[src/rtl/sbcwd_defs.vh]
// Constants of the serial control, reset and watchdog block
`ifndef SBCWD_DEFS_VH
`define SBCWD_DEFS_VH
// ----------------------------------------------------------------
// Serial word layout
// ----------------------------------------------------------------
`define SBCWD_WORD_W 16
`define SBCWD_MODE_LSB 0
`define SBCWD_MODE_W 2
`define SBCWD_WDP_LSB 2
`define SBCWD_WDP_W 3
`define SBCWD_WD_STAY_BIT 5
`define SBCWD_SHORT_RST_BIT 6
`define SBCWD_MON_EN_LSB 7
`define SBCWD_NUM_MON 5
`define SBCWD_WDP_WRITE_BIT 12
`define SBCWD_CTRL_RESET 16'h0000
// ----------------------------------------------------------------
// Operating modes
// ----------------------------------------------------------------
`define SBCWD_MODE_STANDBY 2'h0
`define SBCWD_MODE_ACTIVE 2'h1
`define SBCWD_MODE_STOP 2'h2
`define SBCWD_MODE_SLEEP 2'h3
// ----------------------------------------------------------------
// Diagnosis word layout
// ----------------------------------------------------------------
`define SBCWD_DIAG_FAIL_BIT 0
`define SBCWD_DIAG_WDR_BIT 1
`define SBCWD_DIAG_SRC_BIT 2
`define SBCWD_DIAG_MON_LSB 3
// ----------------------------------------------------------------
// Timing, in internal oscillator cycles
// ----------------------------------------------------------------
`define SBCWD_FILT_CYC 16
`define SBCWD_RST_LONG_CYC 1024
`define SBCWD_RST_SHORT_CYC 256
`define SBCWD_LONG_OPEN_CYC 65536
`define SBCWD_WD_BASE_CYC 2048
`endif
[src/rtl/sbcwd_buf2.v]
// Two-entry valid/ready buffer for received control words
module sbcwd_buf2 #(
  parameter WIDTH = 16
) (
  input wire clk,
  input wire rst_n,
  input wire in_valid,
  output wire in_ready,
  input wire [WIDTH-1:0] in_data,
  output wire out_valid,
  input wire out_ready,
  output wire [WIDTH-1:0] out_data
);
  reg [WIDTH-1:0] mem_ff [0:1];
  reg wr_ptr_ff;
  reg rd_ptr_ff;
  reg [1:0] cnt_ff;
  wire push;
  wire pop;

  // Full and empty from the fill count
  assign in_ready = (cnt_ff != 2'h2);
  assign out_valid = (cnt_ff != 2'h0);
  assign push = in_valid & in_ready;
  assign pop = out_valid & out_ready;
  assign out_data = mem_ff[rd_ptr_ff];

  // Pointers and count
  always @(posedge clk or negedge rst_n) begin
    if (!rst_n) begin
      wr_ptr_ff <= 1'b0;
      rd_ptr_ff <= 1'b0;
      cnt_ff <= 2'h0;
    end else begin
      if (push)
        wr_ptr_ff <= ~wr_ptr_ff;
      if (pop)
        rd_ptr_ff <= ~rd_ptr_ff;
      cnt_ff <= cnt_ff + {1'b0, push} - {1'b0, pop};
    end
  end

  // Storage, read through the registered entry
  always @(posedge clk) begin
    if (push)
      mem_ff[wr_ptr_ff] <= in_data;
  end
endmodule

[src/rtl/sbcwd_ctrl.v]
// Serial control link, reset generator, window watchdog and wake-up monitor
`include "sbcwd_defs.vh"

module sbcwd_ctrl #(
  parameter LONG_OPEN_CYC = `SBCWD_LONG_OPEN_CYC,
  parameter WD_BASE_CYC = `SBCWD_WD_BASE_CYC,
  parameter NUM_MON = `SBCWD_NUM_MON
) (
  input wire clk,
  input wire rst_n,
  input wire select_low_input,
  input wire serial_clk,
  input wire serial_in_line,
  output wire serial_out,
  output wire serial_out_oe,
  input wire [NUM_MON-1:0] wake_monitor_input,
  input wire vint_undervoltage,
  input wire vcc_below_reset_threshold,
  input wire wd_current_low,
  output wire reset_out_n,
  output wire [15:0] control_word,
  output wire [1:0] op_mode,
  output wire internal_supply_fail_flag,
  output wire wd_reset_flag
);
  // ----------------------------------------------------------------
  // Pin synchronisers
  // ----------------------------------------------------------------
  localparam SW = 6 + NUM_MON;
  reg [SW-1:0] s1_ff;
  reg [SW-1:0] s2_ff;
  reg sclk_d_ff;
  reg sel_d_ff;
  wire sel_n;
  wire sclk;
  wire sdi;
  wire [NUM_MON-1:0] mon;
  wire vint_uv;
  wire vcc_low;
  wire wd_low_i;
  wire sclk_rise;
  wire sclk_fall;
  wire sel_fall;
  wire sel_rise;

  // Two flip-flops on every outside input
  always @(posedge clk or negedge rst_n) begin
    if (!rst_n) begin
      s1_ff <= {{(SW-1){1'b0}}, 1'b1}; // Select idles high: no false frame start
      s2_ff <= {{(SW-1){1'b0}}, 1'b1};
      sclk_d_ff <= 1'b0;
      sel_d_ff <= 1'b1;
    end else begin
      s1_ff <= {wd_current_low, vcc_below_reset_threshold, vint_undervoltage,
                wake_monitor_input, serial_in_line, serial_clk, select_low_input};
      s2_ff <= s1_ff;
      sclk_d_ff <= sclk;
      sel_d_ff <= sel_n;
    end
  end

  assign sel_n = s2_ff[0];
  assign sclk = s2_ff[1];
  assign sdi = s2_ff[2];
  assign mon = s2_ff[3 +: NUM_MON];
  assign vint_uv = s2_ff[3 + NUM_MON];
  assign vcc_low = s2_ff[4 + NUM_MON];
  assign wd_low_i = s2_ff[5 + NUM_MON];
  assign sclk_rise = sclk & ~sclk_d_ff & ~sel_n;
  assign sclk_fall = ~sclk & sclk_d_ff & ~sel_n;
  assign sel_fall = ~sel_n & sel_d_ff;
  assign sel_rise = sel_n & ~sel_d_ff;

  // ----------------------------------------------------------------
  // Serial shift registers
  // ----------------------------------------------------------------
  reg [15:0] rx_ff;
  reg [15:0] tx_ff;
  reg [3:0] bit_cnt_ff;
  reg any_edge_ff;
  reg frame_err_ff;
  reg oe_ff;
  reg err_or_ff;
  reg wake_low_ff;
  reg src_pending_ff;
  reg [NUM_MON-1:0] src_ff;
  reg [15:0] ctrl_ff;
  reg [1:0] mode_ff;
  reg fail_ff;
  reg wdr_ff;
  wire [15:0] diag;
  wire frame_ok;
  wire buf_valid;
  wire buf_ready_in;
  wire [15:0] buf_word;
  wire [NUM_MON-1:0] mon_en;

  assign mon_en = ctrl_ff[`SBCWD_MON_EN_LSB +: NUM_MON];
  assign frame_ok = (bit_cnt_ff == 4'h0) & any_edge_ff;

  // Diagnosis word: source after monitor wake until a frame starts in standby mode, levels afterwards
  assign diag = {{(16 - 3 - NUM_MON){1'b0}},
                 (src_pending_ff ? src_ff : (mon & mon_en)),
                 src_pending_ff, wdr_ff, fail_ff};

  // Receive, transmit and framing
  always @(posedge clk or negedge rst_n) begin
    if (!rst_n) begin
      rx_ff <= 16'h0000;
      tx_ff <= 16'h0000;
      bit_cnt_ff <= 4'h0;
      any_edge_ff <= 1'b0;
      frame_err_ff <= 1'b0;
      oe_ff <= 1'b0;
      err_or_ff <= 1'b0;
    end else if (sel_fall) begin
      tx_ff <= diag;
      err_or_ff <= frame_err_ff; // Whole frame signals the error
      bit_cnt_ff <= 4'h0;
      any_edge_ff <= 1'b0;
      oe_ff <= 1'b1;
    end else if (sel_rise) begin
      oe_ff <= 1'b0;
      frame_err_ff <= ~frame_ok;
    end else begin
      if (sclk_fall) begin
        rx_ff <= {sdi, rx_ff[15:1]};
        bit_cnt_ff <= bit_cnt_ff + 4'h1;
        any_edge_ff <= 1'b1;
      end
      if (sclk_rise) begin
        tx_ff <= {1'b0, tx_ff[15:1]};
        frame_err_ff <= 1'b0;
      end
    end
  end

  // Output line: wake hold low, error flag high, else data
  // hold low after wake
  assign serial_out = wake_low_ff ? 1'b0 :
                      frame_err_ff ? 1'b1 :
                      err_or_ff ? (tx_ff[0] | sdi) : tx_ff[0];
  assign serial_out_oe = oe_ff | wake_low_ff;

  // Valid words pass the two-entry buffer before they take effect
  sbcwd_buf2 #(
    .WIDTH(16)
  ) u_buf (
    .clk(clk),
    .rst_n(rst_n),
    .in_valid(sel_rise & frame_ok),
    .in_ready(buf_ready_in),
    .in_data(rx_ff),
    .out_valid(buf_valid),
    .out_ready(1'b1),
    .out_data(buf_word)
  );

  // ----------------------------------------------------------------
  // Control word, mode and flags
  // ----------------------------------------------------------------
  reg [1:0] nxt_mode;
  reg mode_chg_ff;
  reg wd_fail;
  wire trig;
  wire low_power;

  assign trig = buf_valid & buf_word[`SBCWD_WDP_WRITE_BIT];
  assign low_power = (mode_ff == `SBCWD_MODE_STOP) | (mode_ff == `SBCWD_MODE_SLEEP);

  always @* begin
    nxt_mode = mode_ff;
    if (wd_fail)
      nxt_mode = `SBCWD_MODE_STANDBY;
    else if (buf_valid)
      nxt_mode = buf_word[`SBCWD_MODE_LSB +: `SBCWD_MODE_W];
  end

  always @(posedge clk or negedge rst_n) begin
    if (!rst_n) begin
      ctrl_ff <= `SBCWD_CTRL_RESET;
      mode_ff <= `SBCWD_MODE_STANDBY;
      mode_chg_ff <= 1'b0;
      fail_ff <= 1'b1;
      wdr_ff <= 1'b0;
    end else if (vint_uv) begin
      ctrl_ff <= `SBCWD_CTRL_RESET;
      mode_ff <= `SBCWD_MODE_STANDBY;
      mode_chg_ff <= 1'b0;
      fail_ff <= 1'b0;
      wdr_ff <= 1'b0;
    end else begin
      if (buf_valid)
        ctrl_ff <= buf_word;
      mode_ff <= nxt_mode;
      mode_chg_ff <= (nxt_mode != mode_ff);
      if (wd_fail)
        wdr_ff <= 1'b1;
      else if (sel_rise)
        wdr_ff <= 1'b0;
    end
  end

  // ----------------------------------------------------------------
  // Reset generator
  // ----------------------------------------------------------------
  reg [15:0] rst_cnt_ff;
  reg rst_out_ff;
  reg rst_rel_ff;
  wire [15:0] rel_cyc;

  localparam [15:0] REL_SHORT = `SBCWD_RST_SHORT_CYC;
  localparam [15:0] REL_LONG = `SBCWD_RST_LONG_CYC;
  assign rel_cyc = ctrl_ff[`SBCWD_SHORT_RST_BIT] ? REL_SHORT : REL_LONG;

  always @(posedge clk or negedge rst_n) begin
    if (!rst_n) begin
      rst_cnt_ff <= 16'h0000;
      rst_out_ff <= 1'b0;
      rst_rel_ff <= 1'b0;
    end else begin
      rst_rel_ff <= 1'b0;
      if (wd_fail) begin
        rst_out_ff <= 1'b0;
        rst_cnt_ff <= 16'h0000;
      end else if (rst_out_ff) begin
        if (!vcc_low)
          rst_cnt_ff <= 16'h0000;
        else if (rst_cnt_ff >= `SBCWD_FILT_CYC - 1) begin
          rst_out_ff <= 1'b0;
          rst_cnt_ff <= 16'h0000;
        end else
          rst_cnt_ff <= rst_cnt_ff + 16'h0001;
      end else begin
        if (vcc_low)
          rst_cnt_ff <= 16'h0000;
        else if (rst_cnt_ff >= rel_cyc - 16'h0001) begin
          rst_out_ff <= 1'b1;
          rst_rel_ff <= 1'b1;
          rst_cnt_ff <= 16'h0000;
        end else
          rst_cnt_ff <= rst_cnt_ff + 16'h0001;
      end
    end
  end

  // ----------------------------------------------------------------
  // Window watchdog
  // ----------------------------------------------------------------
  localparam WD_LONG = 2'h0;
  localparam WD_CLOSED = 2'h1;
  localparam WD_OPEN = 2'h2;
  localparam WD_OFF = 2'h3;
  reg [1:0] wd_st_ff;
  reg [31:0] wd_cnt_ff;
  reg [2:0] wdp_ff;
  wire [31:0] half_cyc;
  wire wd_off_req;

  assign half_cyc = (WD_BASE_CYC << wdp_ff) >> 1;
  assign wd_off_req = low_power & ~ctrl_ff[`SBCWD_WD_STAY_BIT] &
                      ((mode_ff == `SBCWD_MODE_SLEEP) | wd_low_i);

  always @* begin
    wd_fail = 1'b0;
    case (wd_st_ff)
      WD_LONG: wd_fail = ~trig & (wd_cnt_ff >= LONG_OPEN_CYC - 1);
      WD_CLOSED: wd_fail = trig;
      WD_OPEN: wd_fail = ~trig & (wd_cnt_ff >= half_cyc - 32'h1);
      default: wd_fail = 1'b0;
    endcase
    if (!rst_out_ff)
      wd_fail = 1'b0;
  end

  always @(posedge clk or negedge rst_n) begin
    if (!rst_n) begin
      wd_st_ff <= WD_LONG;
      wd_cnt_ff <= 32'h0;
      wdp_ff <= 3'h0;
    end else begin
      wd_cnt_ff <= wd_cnt_ff + 32'h1;
      if (trig)
        wdp_ff <= buf_word[`SBCWD_WDP_LSB +: `SBCWD_WDP_W];
      if (!rst_out_ff | rst_rel_ff | wd_fail | mode_chg_ff) begin
        wd_st_ff <= WD_LONG;
        wd_cnt_ff <= 32'h0;
      end else if (wd_off_req) begin
        wd_st_ff <= WD_OFF;
      end else begin
        case (wd_st_ff)
          WD_LONG, WD_OPEN: begin
            if (trig) begin
              wd_st_ff <= WD_CLOSED;
              wd_cnt_ff <= 32'h0;
            end
          end
          WD_CLOSED: begin
            if (wd_cnt_ff >= half_cyc - 32'h1) begin
              wd_st_ff <= WD_OPEN;
              wd_cnt_ff <= 32'h0;
            end
          end
          WD_OFF: begin
            // Off condition gone: restart with long open window
            wd_st_ff <= WD_LONG;
            wd_cnt_ff <= 32'h0;
          end
          default: wd_st_ff <= WD_LONG;
        endcase
      end
    end
  end

  // ----------------------------------------------------------------
  // Wake-up monitor
  // ----------------------------------------------------------------
  reg [NUM_MON-1:0] ref_ff;
  wire [NUM_MON-1:0] mon_edge;
  wire enter_lp;

  assign enter_lp = ~low_power & ((nxt_mode == `SBCWD_MODE_STOP) |
                                  (nxt_mode == `SBCWD_MODE_SLEEP));
  assign mon_edge = (mon ^ ref_ff) & mon_en;

  always @(posedge clk or negedge rst_n) begin
    if (!rst_n) begin
      ref_ff <= {NUM_MON{1'b0}};
      src_ff <= {NUM_MON{1'b0}};
      src_pending_ff <= 1'b0;
      wake_low_ff <= 1'b0;
    end else begin
      if (enter_lp)
        ref_ff <= mon & mon_en;
      if (low_power & (|mon_edge)) begin
        src_ff <= mon_edge;
        src_pending_ff <= 1'b1;
      end else if (sel_fall & (mode_ff == `SBCWD_MODE_STANDBY)) begin
        src_pending_ff <= 1'b0;
      end
      if (buf_valid)
        wake_low_ff <= 1'b0;
      else if (low_power & (|mon_edge))
        wake_low_ff <= 1'b1;
    end
  end

  // ----------------------------------------------------------------
  // Outputs
  // ----------------------------------------------------------------
  assign reset_out_n = rst_out_ff;
  assign control_word = ctrl_ff;
  assign op_mode = mode_ff;
  assign internal_supply_fail_flag = fail_ff;
  assign wd_reset_flag = wdr_ff;
endmodule

[config.mk]
export PLATFORM = sky130hd
export DESIGN_NAME = sbcwd_ctrl
export DESIGN_NICKNAME = d
export VERILOG_FILES = /design/src/rtl/sbcwd_buf2.v /design/src/rtl/sbcwd_ctrl.v
export VERILOG_INCLUDE_DIRS = /design/src /design/src/rtl
export SDC_FILE = /design/constraint.sdc
export NUM_CORES = 1
export LEC_CHECK = 0
export ABC_AREA = 1
export BUFFER_PORTS_ARGS = -buffer_cell sky130_fd_sc_hd__buf_2
export CORE_MARGIN = 2
export CORE_UTILIZATION = 50
export DETAILED_ROUTE_END_ITERATION = 6
export PLACE_DENSITY = 0.71
export SYNTH_ARGS = -nofsm -noshare
export SYNTH_HDL_FRONTEND = slang
export SYNTH_HIERARCHICAL = 1
export SYNTH_SLANG_ARGS = --single-unit
[constraint.sdc]
create_clock -name clk -period 2.76 [get_ports clk]
set_input_delay 0.276 -clock clk [delete_from_list [all_inputs] [get_ports clk]]
set_output_delay 0.276 -clock clk [all_outputs]
set_load 0.01 [all_outputs]
==> parameters.txt <==
Parameter                              Value

Status
  Outcome    finished clean

Yosys
  Synth async-reset ratio    82.22%
  Number of enable-type register cells in the synthesized netlist    32
  Cell area after technology mapping    7939 um2
  Top_reg_cell synth    sky130_fd_sc_hd__dfrtp_1
  Avg Inst Size Synth    about 9.6 um2
  Post-synthesis sequential area ratio    about three fifths
  Synthesized flop and latch total    180
  Count of warnings emitted by yosys    6
  Synth cell types    43
  Cell count after synthesis    between 800 and 900

Floorplanning
  Number of standard-cell rows in the floorplan    46
  Starting utilization of the core area    between 50% and 60%
  Area inside the core boundary    ~16,000 um2
  Die outline area    around 17,000 um2
  Width of the chip    130.0 um
  I/O pin cnt    36
  Height of the die    between 100 and 150 um

Setup path
  Start point of the critical path    wdp_ff[1]
  Required time of the critical path    approximately 3.1 ns
  Library cell contributing the largest single delay on the critical path    sky130_fd_sc_hd__dfrtp_1
  Highest fanout seen on the critical path    18
  Worst endpoint data arrival time    approximately 2.7 ns
  Critical Path, Cell by Cell    o21ai_0 > ha_1 > nand2_1 > inv_1 > nand2_1 > nand2_1 > nor2_1 > nand2_1 > nand2_1 > nand3_1 > nand2_1 > nand3_2 > buf_4 > nor3_1
  Worst path most repeated cell    sky130_fd_sc_hd__nand2_1
  Kind of capture point of the worst setup path    flop
  Critical R2R Launch    wdp_ff[1]
  Number of cell instances on the worst register-to-register path    14
  Maximum cell stage delay along the critical path    approximately 0.44 ns
  Critical setup path kind    flop to flop
  Category of the worst setup path launch point    flop
  Slack of the worst reg-to-reg path    approximately 0.36 ns

Place
  Final HPWL from detailed placement    10,240 um
  Final weighted congestion in routability-driven placement    around 0.8
  Number of buffer cells added on primary ports    35

Timing
  Highest clock frequency the design can meet    around 420 MHz
  Slew at the pin closest to its max-slew limit    about 0.67 ns
  Setup Total Neg Slack    0 ns
  Headroom to the max-slew limit    55.07%
  Unrepaired setup endpoints after global routing    no
  Layout Skew    ~0.014 ns
  Worst hold slack    0.3542 ns
  Shortest period the worst path allows    2.399 ns
  Count of pins over their slew limit    0
  Final cycle utilization of the critical path    between 80 and 90%
  Final Hold Fails    0
  Final-report setup violation count    0

Finish
  Syn-to-layout area delta    14.85%
  Highest-count cells in the layout ignoring fill and taps    sky130_fd_sc_hd__nand2_1, sky130_fd_sc_hd__dfrtp_1, sky130_fd_sc_hd__inv_1
  Net total in the final layout    920
  Fraction of layout instances using a drive strength above 1    approximately an eighth
  Diodes inserted    0
  Most frequent standard cell in the layout excluding fill and tap cells    sky130_fd_sc_hd__nand2_1
  Final core occ    58.03%

Worst hold path
  Path class of the lowest-slack min-delay path    flop to flop
  Hold wc startpoint    s1_ff[7]
  Number of cells on the worst hold path    0

Drt
  Wire per inst    between 10 and 15 um
  Via count    roughly 5,500
  ANT nets after route    0
  Iteration-0 DRC count of the detailed router    between 300 and 400
  First-pass iteration count of the detailed router    5
  Average via count per standard cell    a little under 5
  Total Wirelength    roughly 15,000 um
  DRC violation count after routing    0

Clock tree
  Number of sinks driven by the clock tree    180
  TritonCTS clock tree    done
  Worst-skew pair later-pin latency    roughly 0.44 ns
  Number of buffers created by CTS    17
  Post-CTS setup-driven buffer insertion count    0
  H-Tree Depth    4
  Clock root cell    sky130_fd_sc_hd__clkbuf_16
  Max Buffers Root-to-Sink    2
  Reg clk slew, reported paths    about 0.080 ns

GRT
  Wire length of the first global-routing pass    ~26,000 um
  Largest net degree at the start of global routing    between 60 and 70
  Initial antenna violation count    0
  Overflow after GRT    0
  Via count of the first global-routing pass    5,305
  Global routing usage summed across all routing layers    19.77%

Pwr
  P per Cell Area    approximately 830 nW/um2
  IR Drop Worst-Case VDD    roughly 0.52 mV
  Total leakage power    about 4.2 nW

Job
  Max-cap check violation count    0
[Yosys cell counts (3+ instances only)]
cell	number	area, um2
sky130_fd_sc_hd__ha_1	19	237.7
sky130_fd_sc_hd__nor3b_1	3	22.52
sky130_fd_sc_hd__dfstp_2	4	105.1
sky130_fd_sc_hd__edfxtp_1	32	960.9
sky130_fd_sc_hd__nand3_2	5	50.05
sky130_fd_sc_hd__nand4_1	5	31.28
sky130_fd_sc_hd__nand2_2	10	62.56
sky130_fd_sc_hd__or2_2	3	18.77
sky130_fd_sc_hd__nand3_1	35	175.2
sky130_fd_sc_hd__xor2_1	18	157.7
sky130_fd_sc_hd__nor3_2	6	60.06
sky130_fd_sc_hd__a31oi_1	9	56.30
sky130_fd_sc_hd__o21ai_0	50	250.2
sky130_fd_sc_hd__nor2_1	82	307.8
sky130_fd_sc_hd__xnor2_1	15	131.4
sky130_fd_sc_hd__a21oi_1	30	150.1
sky130_fd_sc_hd__buf_2	8	40.04
sky130_fd_sc_hd__inv_1	83	311.6
sky130_fd_sc_hd__nand2_1	182	683.2
sky130_fd_sc_hd__nor3_1	37	185.2
sky130_fd_sc_hd__dfrtp_1	144	3603
sky130_fd_sc_hd__clkbuf_1	11	41.29
sky130_fd_sc_hd__nor4_1	4	25.02
sky130_fd_sc_hd__o22ai_1	7	43.79
[area by class of cell]
class / count / area [um2]
Fill cell: 1330 / 6595
Sequential cell: 180 / 4669
Multi-Input combinational cell: 544 / 2815
Clock buffer: 17 / 425.4
Timing Repair Buffer: 60 / 424.2
Inverter: 85 / 326.6
Tap cell: 216 / 270.3
Clock inverter: 15 / 186.4
[worst paths after layout]
kind,end
worst max-delay path,wd_cnt_ff[14]
worst min-delay path,s2_ff[7]
worst max register to register,wd_cnt_ff[14]
worst min register to register,s2_ff[7]
max in group asynchronous,internal_supply_fail_flag
min in group asynchronous,wd_cnt_ff[2]
[per-stage QoR]
stage	std cells	setup WS, ns	total power (W)	instance area [um2]
2_1_floorplan	834	0.6910	0.004644	7961
3_3_place_gp	1073	0.4474	0.005093	8386
3_5_place_dp	1073	0.3737	0.005158	8386
4_1_cts	1117	0.3420	0.007631	9117
5_1_grt	1117	0.01334	0.008045	9117
6_report	1117	0.3609	0.007572	9117
[what timing repair did]
action / 4_1_cts / 5_1_grt
hold buffers: 12 / 0
hold endpoints to repair: 68 / 0
setup endpoints to repair: 0 / 0
gates resized for setup: 0 / 0
[routing by layer]
metal  GRT usage, %  up-vias  wire length, um
met2          31.26       90             7151
met1          27.28     2636             7290
li1               -     2807                -
met4          7.084        0              230
met3          4.223       14              492
met5              0        -                0
[logic make-up after synthesis]
group                    count (synthesis)  synth area share [%]
AO/OA/AOI/OAI                          103                 7.013
AND/OR/NAND/NOR                        381                 21.43
adder cells (fa/ha/maj)                 19                 2.995
other                                    2               0.09460
XOR/XNOR                                33                 3.641
flip-flops                             180                 58.82
buffers and inverters                  110                 6.005
[worst max-delay path, delay by kind of cell, from the launching register on]
family / cells / cell delay, ns
compound gates: 1 / 0.18
fa+ha+maj: 1 / 0.25
buf+inv: 2 / 0.36
flops: 1 / 0.44
simple gates: 10 / 1.08
[power by group]
part	leakage (nW)	switching (W)	internal, W	total (W)
logic	1.70	0.00107	0.000571	0.00164
clock network	0.300	0.00115	0.00130	0.00245
registers	2.18	0.000338	0.00314	0.00348
[registers in the layout (all words and copies together) (netlist names), 2 cells and up]
name / flops
u_buf/mem_ff: 32
wd_cnt_ff: 32
control_word: 16
rst_cnt_ff: 16
rx_ff: 16
s1_ff: 11
s2_ff: 11
tx_ff: 8
ref_ff: 5
src_ff: 5
bit_cnt_ff: 4
wdp_ff: 3
op_mode: 2
u_buf/cnt_ff: 2
wd_st_ff: 2
Power figures use the tool's default switching activity.
